$ cat src/logic/exc_ref_pkg.sv
package exc_ref_pkg;

	localparam int unsigned ADDR_W = 8;
	localparam int unsigned DATA_W = 8;

	// register map
	localparam logic [7:0] PIN_SELECT_ADDR = 8'h0d;
	localparam logic [7:0] LEVEL_ADDR = 8'h0e;
	localparam logic [7:0] REF_SELECT_ADDR = 8'h0f;
	localparam logic [7:0] STATUS_ADDR = 8'h20;

	// reset values
	localparam logic [7:0] PIN_SELECT_RESET = 8'hbb;
	localparam logic [7:0] LEVEL_RESET = 8'h00;
	localparam logic [7:0] REF_SELECT_RESET = 8'h00;
	localparam logic [7:0] READ_IDLE = 8'h00;

	// field layout
	localparam int unsigned NIBBLE_W = 4;
	localparam int unsigned FIRST_NIBBLE_LSB = 0;
	localparam int unsigned SECOND_NIBBLE_LSB = 4;
	localparam int unsigned REF_FIELD_W = 3;
	localparam int unsigned NEG_REF_LSB = 0;
	localparam int unsigned POS_REF_LSB = 3;
	localparam logic [7:0] REF_WRITABLE_MASK = 8'h3f;

	// pin select codes: 0..9 analog inputs, then common input
	localparam int unsigned PIN_TARGETS = 11;
	localparam logic [3:0] PIN_CODE_COMMON = 4'ha;
	localparam logic [3:0] PIN_CODE_NONE = 4'hb;

	// level codes: 0 off, up to 4'ha
	localparam int unsigned LEVEL_STEPS = 11;
	localparam logic [3:0] LEVEL_CODE_OFF = 4'h0;
	localparam logic [3:0] LEVEL_CODE_MAX = 4'ha;
	localparam int unsigned CURRENT_W = 12;
	localparam logic [11:0] LEVEL_UA [0:10] = '{
		12'h000, 12'h032, 12'h064, 12'h0fa, 12'h1f4, 12'h2ee,
		12'h3e8, 12'h5dc, 12'h7d0, 12'h9c4, 12'hbb8
	};

	// reference codes: internal, three pins, supply
	localparam int unsigned REF_CHOICES = 5;
	localparam logic [2:0] REF_CODE_INTERNAL = 3'h0;
	localparam logic [2:0] REF_CODE_SUPPLY = 3'h4;

	// status bits
	localparam int unsigned ST_FIRST_PIN_RSVD = 0;
	localparam int unsigned ST_SECOND_PIN_RSVD = 1;
	localparam int unsigned ST_FIRST_LEVEL_RSVD = 2;
	localparam int unsigned ST_SECOND_LEVEL_RSVD = 3;
	localparam int unsigned ST_POS_REF_RSVD = 4;
	localparam int unsigned ST_NEG_REF_RSVD = 5;
	localparam int unsigned ST_FIRST_DRIVING = 6;
	localparam int unsigned ST_SECOND_DRIVING = 7;

endpackage

$ cat src/logic/code_decoder.sv
`timescale 1ns/1ps
module code_decoder
	import exc_ref_pkg::*;
#(
	parameter int unsigned CODE_W = 4,
	parameter int unsigned OUT_N = 11
)
(
	input wire logic clock,
	input wire logic rstn,
	input wire logic ce,
	input wire logic [CODE_W-1:0] code,
	output logic [OUT_N-1:0] sel,
	output logic valid
);

	logic [OUT_N-1:0] sel_next;
	logic valid_next;

	// codes at or above OUT_N select nothing
	genvar i;
	generate
		for (i = 0; i < OUT_N; i++)
		begin : g_hit
			assign sel_next[i] = (code == CODE_W'(i));
		end
	endgenerate

	assign valid_next = |sel_next;

	always_ff @(posedge clock or negedge rstn)
	begin
		if (!rstn)
		begin
			sel <= '0;
			valid <= 1'b0;
		end
		else if (ce)
		begin
			sel <= sel_next;
			valid <= valid_next;
		end
	end

endmodule

$ cat src/logic/excitation_and_reference_select_regs.sv
// Strobed register access is this design's own decision.
`timescale 1ns/1ps
module excitation_and_reference_select_regs
	import exc_ref_pkg::*;
(
	input wire logic clock,
	input wire logic rstn,
	input wire logic ce,
	input wire logic [ADDR_W-1:0] reg_addr,
	input wire logic [DATA_W-1:0] reg_wdata,
	input wire logic reg_wr,
	input wire logic reg_rd,
	output logic [DATA_W-1:0] reg_rdata,
	output logic [PIN_TARGETS-1:0] first_source_pin_sel,
	output logic [PIN_TARGETS-1:0] second_source_pin_sel,
	output logic [LEVEL_STEPS-1:0] first_source_level_sel,
	output logic [LEVEL_STEPS-1:0] second_source_level_sel,
	output logic [CURRENT_W-1:0] first_source_current_ua,
	output logic [CURRENT_W-1:0] second_source_current_ua,
	output logic [REF_CHOICES-1:0] positive_reference_sel,
	output logic [REF_CHOICES-1:0] negative_reference_sel
);

	logic [DATA_W-1:0] pin_select_reg;
	logic [DATA_W-1:0] pin_select_next;
	logic [DATA_W-1:0] level_reg;
	logic [DATA_W-1:0] level_next;
	logic [DATA_W-1:0] ref_select_reg;
	logic [DATA_W-1:0] ref_select_next;
	logic [DATA_W-1:0] rdata_reg;
	logic [DATA_W-1:0] rdata_next;
	logic [DATA_W-1:0] status_word;

	wire hit_pin = (reg_addr == PIN_SELECT_ADDR);
	wire hit_level = (reg_addr == LEVEL_ADDR);
	wire hit_ref = (reg_addr == REF_SELECT_ADDR);
	wire hit_status = (reg_addr == STATUS_ADDR);

	assign pin_select_next = (reg_wr && hit_pin) ? reg_wdata : pin_select_reg;
	// level write, both nibbles stored as written
	assign level_next = (reg_wr && hit_level) ? reg_wdata : level_reg;
	// reserved reference bits dropped on write
	assign ref_select_next = (reg_wr && hit_ref) ?
		(reg_wdata & REF_WRITABLE_MASK) : ref_select_reg;

	always_ff @(posedge clock or negedge rstn)
	begin
		if (!rstn)
		begin
			pin_select_reg <= PIN_SELECT_RESET;
			level_reg <= LEVEL_RESET;
			ref_select_reg <= REF_SELECT_RESET;
		end
		else if (ce)
		begin
			pin_select_reg <= pin_select_next;
			level_reg <= level_next;
			ref_select_reg <= ref_select_next;
		end
	end

	// per-source fields, index 0 first source, 1 second source
	logic [NIBBLE_W-1:0] pin_field [0:1];
	logic [NIBBLE_W-1:0] level_field [0:1];
	logic [PIN_TARGETS-1:0] pin_sel [0:1];
	logic [LEVEL_STEPS-1:0] level_sel [0:1];
	logic [1:0] pin_connected;
	logic [1:0] level_valid;
	logic [1:0] pin_reserved;
	logic [1:0] level_reserved;
	logic [CURRENT_W-1:0] current_reg [0:1];
	logic [CURRENT_W-1:0] current_next [0:1];

	assign pin_field[0] =
		pin_select_reg[FIRST_NIBBLE_LSB +: NIBBLE_W];
	assign pin_field[1] =
		pin_select_reg[SECOND_NIBBLE_LSB +: NIBBLE_W];
	// first source level in low nibble
	assign level_field[0] = level_reg[FIRST_NIBBLE_LSB +: NIBBLE_W];
	// second source level in high nibble
	assign level_field[1] = level_reg[SECOND_NIBBLE_LSB +: NIBBLE_W];

	genvar s;
	generate
		for (s = 0; s < 2; s++)
		begin : g_source
			// codes past common input select no pin
			code_decoder #(
				.CODE_W(NIBBLE_W),
				.OUT_N(PIN_TARGETS)
			) u_pin (
				.clock(clock),
				.rstn(rstn),
				.ce(ce),
				.code(pin_field[s]),
				.sel(pin_sel[s]),
				.valid(pin_connected[s])
			);
			// reserved level codes give no step at all
			code_decoder #(
				.CODE_W(NIBBLE_W),
				.OUT_N(LEVEL_STEPS)
			) u_level (
				.clock(clock),
				.rstn(rstn),
				.ce(ce),
				.code(level_field[s]),
				.sel(level_sel[s]),
				.valid(level_valid[s])
			);
			// reserved pin codes flagged in status
			assign pin_reserved[s] = (pin_field[s] > PIN_CODE_NONE);
			assign level_reserved[s] = (level_field[s] > LEVEL_CODE_MAX);
			assign current_next[s] = level_reserved[s] ?
				LEVEL_UA[LEVEL_CODE_OFF] : LEVEL_UA[level_field[s]];
			always_ff @(posedge clock or negedge rstn)
			begin
				if (!rstn)
					current_reg[s] <= LEVEL_UA[LEVEL_CODE_OFF];
				else if (ce)
					current_reg[s] <= current_next[s];
			end
		end
	endgenerate

	assign first_source_pin_sel = pin_sel[0];
	assign second_source_pin_sel = pin_sel[1];
	assign first_source_level_sel = level_sel[0];
	assign second_source_level_sel = level_sel[1];
	assign first_source_current_ua = current_reg[0];
	assign second_source_current_ua = current_reg[1];

	logic [REF_FIELD_W-1:0] pos_field;
	logic [REF_FIELD_W-1:0] neg_field;
	logic pos_valid;
	logic neg_valid;

	assign pos_field = ref_select_reg[POS_REF_LSB +: REF_FIELD_W];
	assign neg_field = ref_select_reg[NEG_REF_LSB +: REF_FIELD_W];

	// reserved codes leave positive reference unselected
	code_decoder #(
		.CODE_W(REF_FIELD_W),
		.OUT_N(REF_CHOICES)
	) u_pos_ref (
		.clock(clock),
		.rstn(rstn),
		.ce(ce),
		.code(pos_field),
		.sel(positive_reference_sel),
		.valid(pos_valid)
	);

	// reserved codes leave negative reference unselected
	code_decoder #(
		.CODE_W(REF_FIELD_W),
		.OUT_N(REF_CHOICES)
	) u_neg_ref (
		.clock(clock),
		.rstn(rstn),
		.ce(ce),
		.code(neg_field),
		.sel(negative_reference_sel),
		.valid(neg_valid)
	);

	// a source drives only if routed to a pin and set above off
	wire first_driving = pin_connected[0] && level_valid[0] &&
		!level_sel[0][LEVEL_CODE_OFF];
	wire second_driving = pin_connected[1] && level_valid[1] &&
		!level_sel[1][LEVEL_CODE_OFF];

	always_comb
	begin
		status_word = READ_IDLE;
		status_word[ST_FIRST_PIN_RSVD] = pin_reserved[0];
		status_word[ST_SECOND_PIN_RSVD] = pin_reserved[1];
		status_word[ST_FIRST_LEVEL_RSVD] = level_reserved[0];
		status_word[ST_SECOND_LEVEL_RSVD] = level_reserved[1];
		status_word[ST_POS_REF_RSVD] = !pos_valid;
		status_word[ST_NEG_REF_RSVD] = !neg_valid;
		status_word[ST_FIRST_DRIVING] = first_driving;
		status_word[ST_SECOND_DRIVING] = second_driving;
	end

	// read data stand for one enabled cycle per read strobe, zero otherwise
	assign rdata_next = !reg_rd ? READ_IDLE :
		hit_pin ? pin_select_reg :
		hit_level ? level_reg :
		hit_ref ? ref_select_reg :
		hit_status ? status_word :
		READ_IDLE;

	always_ff @(posedge clock or negedge rstn)
	begin
		if (!rstn)
			rdata_reg <= READ_IDLE;
		else if (ce)
			rdata_reg <= rdata_next;
	end

	assign reg_rdata = rdata_reg;

endmodule

$ cat config.mk
export PLATFORM = sky130hd
export DESIGN_NAME = excitation_and_reference_select_regs
export DESIGN_NICKNAME = d
export VERILOG_FILES = /design/src/logic/exc_ref_pkg.sv /design/src/logic/code_decoder.sv /design/src/logic/excitation_and_reference_select_regs.sv
export SDC_FILE = /design/constraint.sdc
export NUM_CORES = 1
export LEC_CHECK = 0
export ABC_AREA = 1
export BUFFER_PORTS_ARGS = -buffer_cell sky130_fd_sc_hd__buf_2
export CELL_PAD_IN_SITES_DETAIL_PLACEMENT = 2
export CELL_PAD_IN_SITES_GLOBAL_PLACEMENT = 2
export CORE_ASPECT_RATIO = 2
export CORE_MARGIN = 3
export CORE_UTILIZATION = 30
export CTS_CLUSTER_SIZE = 10
export DETAILED_ROUTE_END_ITERATION = 8
export PLACE_DENSITY_LB_ADDON = 0.1
export REMOVE_ABC_BUFFERS = 1
export SKIP_LAST_GASP = 1
export SLEW_MARGIN = 20
export SYNTH_ARGS = -nofsm -noshare
export SYNTH_HDL_FRONTEND = slang
export SYNTH_SLANG_ARGS = --single-unit
$ cat constraint.sdc
create_clock -name clock -period 1.2 [get_ports clock]
set_input_delay 0.12 -clock clock [delete_from_list [all_inputs] [get_ports clock]]
set_output_delay 0.12 -clock clock [all_outputs]
set_load 0.05 [all_outputs]
==> impl_metrics.xml, run 1 <==
<?xml version="1.0" encoding="UTF-8"?>
<metrics>
  <group name="route">
    <metric name="route.detailed.vias_per_inst" unit="">4.92</metric>
    <metric name="count_of_routing_violations_after_the_opening_detailed_route_iteration" unit="">111</metric>
    <metric name="final_routed_wire_length_divided_by_cell_count" unit="um">19.3</metric>
    <metric name="ant_nets" unit="">0</metric>
    <metric name="drt_pre_antenna_iters" unit="">4</metric>
    <metric name="wl" unit="mm">20.2</metric>
    <metric name="routed-via-count" unit="">5152</metric>
    <metric name="drc" unit="">0</metric>
  </group>
  <group name="synth">
    <metric name="leading_cell_type_by_number_of_instances_after_synthesis" unit="">sky130_fd_sc_hd__nand2_1</metric>
    <metric name="synth-async-reset-ratio" unit="%">100</metric>
    <metric name="number_of_enable_flip_flop_cells_after_synthesis" unit="">0</metric>
    <metric name="ys_seq_elements" unit="">112</metric>
    <metric name="synth.top_cells.by_count" unit="">sky130_fd_sc_hd__nand2_1, sky130_fd_sc_hd__dfrtp_1, sky130_fd_sc_hd__inv_1, sky130_fd_sc_hd__nand3_1, sky130_fd_sc_hd__o21ai_0</metric>
    <metric name="avgSynthCellArea" unit="um2">8.65</metric>
    <metric name="ys_warn_count" unit="">0</metric>
    <metric name="post_synth_instance_area" unit="um2">5440</metric>
    <metric name="seq_area_frac_synth" unit="%">51.7</metric>
    <metric name="synthDistinctLibCells" unit="">35</metric>
    <metric name="top_reg_cell_synth" unit="">sky130_fd_sc_hd__dfrtp_1</metric>
    <metric name="ys_top_cells_by_area" unit="">sky130_fd_sc_hd__dfrtp_1, sky130_fd_sc_hd__nand2_1, sky130_fd_sc_hd__nand3_1</metric>
    <metric name="yosysTopAreaCellShare" unit="%">48.8</metric>
    <metric name="synth_top_cell_by_area" unit="">sky130_fd_sc_hd__dfrtp_1</metric>
    <metric name="post_synth_inst_count" unit="">629</metric>
  </group>
  <group name="global_routing">
    <metric name="grt_max_degree" unit="">31</metric>
    <metric name="grt_overflow_total" unit="">0</metric>
    <metric name="first_global_vias" unit="">5803</metric>
    <metric name="initial_antenna_violation_count" unit="">0</metric>
    <metric name="grt_pass1_wl" unit="mm">31.4</metric>
    <metric name="global_route.usage.total" unit="%">20.3</metric>
  </group>
  <group name="sta">
    <metric name="tns" unit="ps">-4750</metric>
    <metric name="grt_setup_unrepaired" unit="">yes</metric>
    <metric name="clock.fmax" unit="MHz">692</metric>
    <metric name="final.setup_skew" unit="ps">8.91</metric>
    <metric name="setup_slack" unit="ps">-245</metric>
    <metric name="timing.final.hold_violations" unit="">0</metric>
    <metric name="layout_min_cycle_time" unit="ps">1440</metric>
    <metric name="drv_slew" unit="">0</metric>
    <metric name="timing.final.crit_share" unit="%">120</metric>
    <metric name="final-setup-viol-count" unit="">39</metric>
  </group>
  <group name="setup_path">
    <metric name="worst-r2r-cell-count" unit="">6</metric>
    <metric name="critPathMaxFanout" unit="">7</metric>
    <metric name="timing.critical_path.arrival" unit="ps">1700</metric>
    <metric name="cp-start-kind" unit="">flop</metric>
    <metric name="critPathCaptureType" unit="">flop</metric>
    <metric name="crit_type" unit="">flop to flop</metric>
    <metric name="cp.required" unit="ps">1460</metric>
  </group>
  <group name="floorplanning">
    <metric name="die_ar" unit="um2">19900</metric>
    <metric name="die_h" unit="um">196</metric>
    <metric name="fp.coreArea" unit="um2">17800</metric>
    <metric name="rows" unit="">69</metric>
    <metric name="ioPinCount" unit="">107</metric>
    <metric name="start_util" unit="%">30.6</metric>
    <metric name="die-width" unit="um">101</metric>
  </group>
  <group name="finish">
    <metric name="reg_top3" unit="">g_source.u_level.sel: 22 flops, g_source.u_pin.sel: 22 flops</metric>
    <metric name="drive_gt1_share" unit="%">45.7</metric>
    <metric name="num_antenna_cells" unit="">0</metric>
    <metric name="syn2layout_area_growth" unit="%">46.2</metric>
    <metric name="summed_area_of_non_filler_cells_in_the_final_layout" unit="um2">7950</metric>
    <metric name="final_nets" unit="">860</metric>
  </group>
  <group name="clocking">
    <metric name="clkTransAtPathRegs" unit="ps">80</metric>
    <metric name="cts.sink_count" unit="">112</metric>
    <metric name="clk_root_buffer_cell" unit="">sky130_fd_sc_hd__clkbuf_16</metric>
    <metric name="clockBufferDepth" unit="">2</metric>
    <metric name="num_cts_buffers" unit="">9</metric>
    <metric name="cts.htree.levels" unit="">3</metric>
    <metric name="clock_latency" unit="ps">370</metric>
    <metric name="cts_tree" unit="">done</metric>
  </group>
  <group name="power_and_ir_drop">
    <metric name="ir_drop" unit="V">0.000656</metric>
    <metric name="p_per_area" unit="nW/um2">1070</metric>
    <metric name="p_leak" unit="nW">4.12</metric>
  </group>
  <group name="placed_design">
    <metric name="dp_hpwl" unit="mm">13.9</metric>
    <metric name="post_dp_cell_area" unit="um2">6810</metric>
    <metric name="place.port_buffers" unit="">104</metric>
    <metric name="pre_cts_ws" unit="ps">-335</metric>
    <metric name="gp_congestion" unit="">0.833</metric>
  </group>
  <group name="run_status">
    <metric name="violated_checks" unit="">negative setup slack</metric>
    <metric name="run_status" unit="">finished with violations</metric>
  </group>
  <group name="flow_run">
    <metric name="cap_viol_max_count" unit="">0</metric>
  </group>
  <group name="min_path">
    <metric name="worst_hold_path_type" unit="">primary input to flop</metric>
    <metric name="worst_hold_path.num_cells" unit="">3</metric>
  </group>
</metrics>
## cells by family (layout without fill, tap and decap cells)
logic type / after synthesis / count (layout) / synth area share [%]
buffers and inverters: 89 / 293 / 7.45
AND/OR/NAND/NOR: 298 / 298 / 24.6
adder cells (fa/ha/maj): 10 / 10 / 2.30
flip-flops: 112 / 112 / 51.7
other: 1 / 2 / 0.0689
AO/OA/AOI/OAI: 119 / 119 / 13.9
## final timing paths
path                                                         from                                        to  slack (ps)
hold / removal                                       reg_wdata[7]             pin_select_reg[7]$_DFFE_PN1P_          50
hold reg to reg            first_source_current_ua[1]$_DFFE_PN0P_    first_source_current_ua[1]$_DFFE_PN0P_         480
setup / recovery                         level_reg[4]$_DFFE_PN0P_     g_source[1].u_level.valid$_DFFE_PN0P_        -240
max in group asynchronous                                    rstn             pin_select_reg[3]$_DFFE_PN1P_         440
min in group asynchronous                                    rstn  second_source_current_ua[10]$_DFFE_PN0P_         190
setup reg to reg                         level_reg[4]$_DFFE_PN0P_     g_source[1].u_level.valid$_DFFE_PN0P_        -240
## critical path: stages (launching register included)
cell and delay (ps):
sky130_fd_sc_hd__dfrtp_1 420, sky130_fd_sc_hd__buf_6 160, sky130_fd_sc_hd__ha_4 190, sky130_fd_sc_hd__o21ai_2 150
sky130_fd_sc_hd__nand4_1 140, sky130_fd_sc_hd__nor2_2 220, sky130_fd_sc_hd__a21oi_2 60
## area by class of cell
type	instances	area (um2)
multi-input combinational	429	2720
clock inverter	5	57.6
sequential	112	2820
tap	213	267
clock buffer	11	233
inverter	63	267
timing repair buffer	214	1590
fill	1985	9830
## routing by layer
metal  wire, um  GRT usage (%)  vias to the layer above
li1           -              -                     2421
met1       7120           21.7                     2618
met2      12200           39.3                       90
met3        497           2.20                       23
met4        442           8.09                        0
met5          0              0                        -
## repair_timing
item                                    in CTS  in global routing
endpoints found under the setup margin      44                 53
hold buffers                                 1                  0
pin swaps                                   27                 42
buffers inserted                            16                 14
gates resized for setup                     96                 85
hold endpoints to repair                   106                  0
## where the power goes
group / internal [mW] / switching, mW / total, mW
registers: 3.90 / 0.0884 / 3.99
clock network: 1.62 / 1.47 / 3.10
logic: 0.460 / 0.976 / 1.44
total: 5.98 / 2.54 / 8.52
## placed cells by master, fill, tap and decap left out, types with 12 or more instances in the layout
| cell type | count |
|---|---|
| sky130_fd_sc_hd__buf_12 | 12 |
| sky130_fd_sc_hd__inv_2 | 13 |
| sky130_fd_sc_hd__nand2_1 | 184 |
| sky130_fd_sc_hd__nand3_1 | 36 |
| sky130_fd_sc_hd__o21ai_1 | 12 |
| sky130_fd_sc_hd__buf_2 | 102 |
| sky130_fd_sc_hd__o21ai_2 | 36 |
| sky130_fd_sc_hd__dfrtp_1 | 100 |
| sky130_fd_sc_hd__o21ai_0 | 27 |
| sky130_fd_sc_hd__buf_6 | 23 |
| sky130_fd_sc_hd__buf_4 | 75 |
| sky130_fd_sc_hd__nand2_2 | 17 |
| sky130_fd_sc_hd__inv_1 | 40 |
| sky130_fd_sc_hd__nor2_1 | 15 |
## metrics by stage
stage                     util, %  hold WS [ps]  instances  total power, mW
after global placement       38.3          40.0       1004             5.25
after global routing         44.7          53.0       1047             8.87
after CTS                    42.4          41.6       1036             8.53
final                        44.7          46.4       1047             8.52
after floorplan                 -          -176        604             4.72
after detailed placement     38.3          48.5       1004             5.29
Power figures use the tool's default switching activity.
==> inputs of run 2 (changes only) <==
--- a/config.mk
+++ b/config.mk
@@ -11,7 +11,7 @@
 export CELL_PAD_IN_SITES_GLOBAL_PLACEMENT = 2
 export CORE_ASPECT_RATIO = 2
 export CORE_MARGIN = 3
-export CORE_UTILIZATION = 30
+export CORE_UTILIZATION = 29
 export CTS_CLUSTER_SIZE = 10
 export DETAILED_ROUTE_END_ITERATION = 8
 export PLACE_DENSITY_LB_ADDON = 0.1
@@ -20,4 +20,5 @@
 export SLEW_MARGIN = 20
 export SYNTH_ARGS = -nofsm -noshare
 export SYNTH_HDL_FRONTEND = slang
+export SYNTH_HIERARCHICAL = 1
 export SYNTH_SLANG_ARGS = --single-unit
==> impl_metrics.xml, run 2 <==
<?xml version="1.0" encoding="UTF-8"?>
<metrics>
  <group name="global_routing">
    <metric name="grt_overflow_total" unit="">0</metric>
    <metric name="groute.layer.met1.usage" unit="%">18.9</metric>
    <metric name="grt_use_met3" unit="%">2.48</metric>
    <metric name="grt_pass1_wl" unit="mm">30.4</metric>
    <metric name="grt.met2_usage" unit="%">35.8</metric>
    <metric name="grt-busiest-layer" unit="">met2</metric>
    <metric name="first_global_vias" unit="">5921</metric>
    <metric name="grt_max_degree" unit="">51</metric>
    <metric name="global_route.usage.total" unit="%">17.9</metric>
    <metric name="initial_antenna_violation_count" unit="">0</metric>
  </group>
  <group name="clocking">
    <metric name="clkTransAtPathRegs" unit="ps">70</metric>
    <metric name="num_cts_buffers" unit="">9</metric>
    <metric name="clk_root_buffer_cell" unit="">sky130_fd_sc_hd__clkbuf_16</metric>
    <metric name="cts_tree" unit="">done</metric>
    <metric name="clockBufferDepth" unit="">2</metric>
    <metric name="clock_latency" unit="ps">350</metric>
    <metric name="cts.htree.levels" unit="">3</metric>
    <metric name="cts.sink_count" unit="">112</metric>
  </group>
  <group name="placed_design">
    <metric name="place.port_buffers" unit="">104</metric>
    <metric name="placed_cells_incl_taps" unit="">1085</metric>
    <metric name="dp_hpwl" unit="mm">14.0</metric>
    <metric name="gp_congestion" unit="">0.733</metric>
  </group>
  <group name="route">
    <metric name="drc" unit="">0</metric>
    <metric name="ant_nets" unit="">0</metric>
    <metric name="route.detailed.vias_per_inst" unit="">4.63</metric>
    <metric name="count_of_routing_violations_after_the_opening_detailed_route_iteration" unit="">94</metric>
    <metric name="final_routed_wire_length_divided_by_cell_count" unit="um">17.2</metric>
    <metric name="wl" unit="mm">19.2</metric>
    <metric name="drt_pre_antenna_iters" unit="">4</metric>
    <metric name="routed-via-count" unit="">5186</metric>
  </group>
  <group name="setup_path">
    <metric name="r2r_end" unit="">second_source_current_ua[5]$_DFFE_PN0P_</metric>
    <metric name="critPathMaxFanout" unit="">7</metric>
    <metric name="critPathCaptureType" unit="">flop</metric>
    <metric name="r2r_start" unit="">level_reg[5]$_DFFE_PN0P_</metric>
    <metric name="critPathMaxStageDelay" unit="ps">480</metric>
    <metric name="crit_path_top_delay_cell" unit="">sky130_fd_sc_hd__dfrtp_2</metric>
    <metric name="cp-start-kind" unit="">flop</metric>
    <metric name="cpLargestDelayFamily" unit="">flip-flops</metric>
    <metric name="rrSetupSlack" unit="ps">-180</metric>
    <metric name="cp.required" unit="ps">1470</metric>
    <metric name="crit_path_cell_chain" unit="">buf_4 -&gt; nor2_4 -&gt; inv_2 -&gt; nand3_4 -&gt; nand2_4 -&gt; buf_12 -&gt; o31ai_4</metric>
    <metric name="timing.critical_path.buf_inv" unit="">3</metric>
    <metric name="worst-r2r-cell-count" unit="">7</metric>
    <metric name="crit_type" unit="">flop to flop</metric>
    <metric name="timing.critical_path.arrival" unit="ps">1640</metric>
  </group>
  <group name="finish">
    <metric name="layoutNonFillerInstCount" unit="">1120</metric>
    <metric name="final_cell_mix" unit="">sky130_fd_sc_hd__nand2_1, sky130_fd_sc_hd__buf_2, sky130_fd_sc_hd__dfrtp_1, sky130_fd_sc_hd__inv_1, sky130_fd_sc_hd__nand3_1</metric>
    <metric name="drive_gt1_share" unit="%">36.4</metric>
    <metric name="mostFrequentLayoutCell" unit="">sky130_fd_sc_hd__nand2_1</metric>
    <metric name="final_nets" unit="">894</metric>
    <metric name="syn2layout_area_growth" unit="%">36.9</metric>
    <metric name="final_core_util" unit="%">40.7</metric>
    <metric name="num_antenna_cells" unit="">0</metric>
    <metric name="reg_top3" unit="">g_source.u_level/sel: 22 flops, g_source.u_pin/sel: 22 flops</metric>
  </group>
  <group name="floorplanning">
    <metric name="die-width" unit="um">105</metric>
    <metric name="start_util" unit="%">29.8</metric>
    <metric name="die_ar" unit="um2">21200</metric>
    <metric name="ioPinCount" unit="">107</metric>
    <metric name="die_h" unit="um">203</metric>
    <metric name="rows" unit="">71</metric>
    <metric name="fp.coreArea" unit="um2">18900</metric>
  </group>
  <group name="synth">
    <metric name="post_synth_instance_area" unit="um2">5630</metric>
    <metric name="avgSynthCellArea" unit="um2">8.09</metric>
    <metric name="post_synth_inst_count" unit="">696</metric>
    <metric name="yosysTopAreaCellShare" unit="%">47.1</metric>
    <metric name="top_reg_cell_synth" unit="">sky130_fd_sc_hd__dfrtp_1</metric>
    <metric name="leading_cell_type_by_number_of_instances_after_synthesis" unit="">sky130_fd_sc_hd__nand2_1</metric>
    <metric name="synth_top_cell_by_area" unit="">sky130_fd_sc_hd__dfrtp_1</metric>
    <metric name="ys_warn_count" unit="">6</metric>
    <metric name="synthDistinctLibCells" unit="">32</metric>
    <metric name="ys_top_cells_by_area" unit="">sky130_fd_sc_hd__dfrtp_1, sky130_fd_sc_hd__nand2_1, sky130_fd_sc_hd__nand3_1</metric>
    <metric name="seq_area_frac_synth" unit="%">49.9</metric>
    <metric name="number_of_enable_flip_flop_cells_after_synthesis" unit="">0</metric>
    <metric name="synth.top_cells.by_count" unit="">sky130_fd_sc_hd__nand2_1, sky130_fd_sc_hd__dfrtp_1, sky130_fd_sc_hd__inv_1, sky130_fd_sc_hd__nand3_1, sky130_fd_sc_hd__nor2_1</metric>
    <metric name="synth-async-reset-ratio" unit="%">100</metric>
    <metric name="ys_seq_elements" unit="">112</metric>
  </group>
  <group name="flow_run">
    <metric name="cap_viol_max_count" unit="">0</metric>
  </group>
  <group name="sta">
    <metric name="grt_setup_unrepaired" unit="">yes</metric>
    <metric name="drv_slew" unit="">0</metric>
    <metric name="clock.fmax" unit="MHz">726</metric>
    <metric name="setup_slack" unit="ps">-178</metric>
    <metric name="timing.final.hold_violations" unit="">0</metric>
    <metric name="timing.final.crit_share" unit="%">115</metric>
    <metric name="layout_min_cycle_time" unit="ps">1380</metric>
    <metric name="final.setup_skew" unit="ps">3.87</metric>
    <metric name="final-setup-viol-count" unit="">24</metric>
  </group>
  <group name="min_path">
    <metric name="worstHoldStart" unit="">reg_wdata[7]</metric>
    <metric name="endpoint_of_the_worst_hold_path" unit="">pin_select_reg[7]$_DFFE_PN1P_</metric>
    <metric name="worst_hold_path.num_cells" unit="">3</metric>
    <metric name="worst_hold_path_type" unit="">primary input to flop</metric>
  </group>
  <group name="run_status">
    <metric name="run_status" unit="">finished with violations</metric>
    <metric name="violated_checks" unit="">negative setup slack</metric>
  </group>
  <group name="power_and_ir_drop">
    <metric name="p_leak" unit="nW">4.13</metric>
    <metric name="p_per_area" unit="nW/um2">1060</metric>
    <metric name="ir_drop" unit="V">0.000627</metric>
  </group>
</metrics>
run 2: cell types whose count changed in the layout (fill, tap and decap cells not counted), moves of 6 or more:
cell / delta
sky130_fd_sc_hd__nand2_1: +55
sky130_fd_sc_hd__buf_4: -28
sky130_fd_sc_hd__o21ai_0: -25
sky130_fd_sc_hd__inv_1: +23
sky130_fd_sc_hd__nor2_1: +22
sky130_fd_sc_hd__nand3_1: +18
sky130_fd_sc_hd__buf_6: -12
sky130_fd_sc_hd__o31ai_1: -9
sky130_fd_sc_hd__nand2_2: -8
sky130_fd_sc_hd__nor2_2: +7
sky130_fd_sc_hd__nand3b_1: +6
run 2: routing by layer:
metal | vias to the layer above | wire length [um] | part of all wire, %
met5 | - | 0 | 0
met4 | 0 | 267 | 1.4
met3 | 14 | 374 | 1.9
met2 | 81 | 11300 | 59
met1 | 2589 | 7220 | 38
li1 | 2502 | - | -
run 2: final cells by class:
cell class	instances	area [um2]
Clock buffer	13	270
Clock inverter	3	15.0
Fill cell	2165	11200
Inverter	85	337
Multi-Input combinational cell	480	2770
Sequential cell	112	2820
Tap cell	255	319
Timing Repair Buffer	171	1180
Timing Repair inverter	1	7.51
run 2: worst max-delay path by stage:
stage	start	endpoint	slack, ps	cells after the start
after floorplan	level_reg[4]$_DFFE_PN0P_	second_source_current_ua[8]$_DFFE_PN0P_	-270	7
after global placement	level_reg[1]$_DFFE_PN0P_	first_source_current_ua[8]$_DFFE_PN0P_	-80	6
after detailed placement	level_reg[1]$_DFFE_PN0P_	first_source_current_ua[9]$_DFFE_PN0P_	-210	7
after CTS	level_reg[4]$_DFFE_PN0P_	second_source_current_ua[3]$_DFFE_PN0P_	-90	7
after global routing	level_reg[5]$_DFFE_PN0P_	second_source_current_ua[5]$_DFFE_PN0P_	-250	7
final	level_reg[5]$_DFFE_PN0P_	second_source_current_ua[5]$_DFFE_PN0P_	-180	7
run 2: cells by family (layout without fill, tap and decap cells):
group                    Yosys count  in the layout  share of synthesized area [%]
AND/OR/NAND/NOR                  387            387                           29.3
flip-flops                       112            112                           49.9
buffers and inverters            105            273                           8.56
AO/OA/AOI/OAI                     78             78                           9.27
adder cells (fa/ha/maj)           13             13                           2.89
other                              1              2                         0.0666
run 2: tightest hold or removal path: cells and delay by family:
| kind | cells | cell delay [ps] |
|---|---|---|
| compound gates | 1 | 70 |
| buf+inv | 2 | 200 |
run 2: through the flow:
step | hold slack, ps | power (mW) | instance area, um2 | setup TNS, ps | setup slack, ps
finish | 39.5 | 8.18 | 7710 | -2520 | -178
global route | 50.7 | 8.60 | 7710 | -4510 | -251
CTS | 38.8 | 8.22 | 7270 | -1340 | -88.3
detailed placement | 20.1 | 5.16 | 6770 | -6120 | -208
global placement | 11.8 | 5.11 | 6770 | -1700 | -75.0
floorplan | -176 | 4.64 | 5470 | -3160 | -275
run 2: timing repair:
item,CTS,global route
cloned,0,1
pin swaps,16,29
setup endpoints to repair,27,39
resized for setup,60,87
buffers inserted,5,13
hold endpoints to repair,106,0
hold buffers,1,0
run 2: report_power, final:
part	internal (mW)	switching (mW)
registers	3.88	0.0923
logic	0.368	0.875
clock network	1.57	1.39
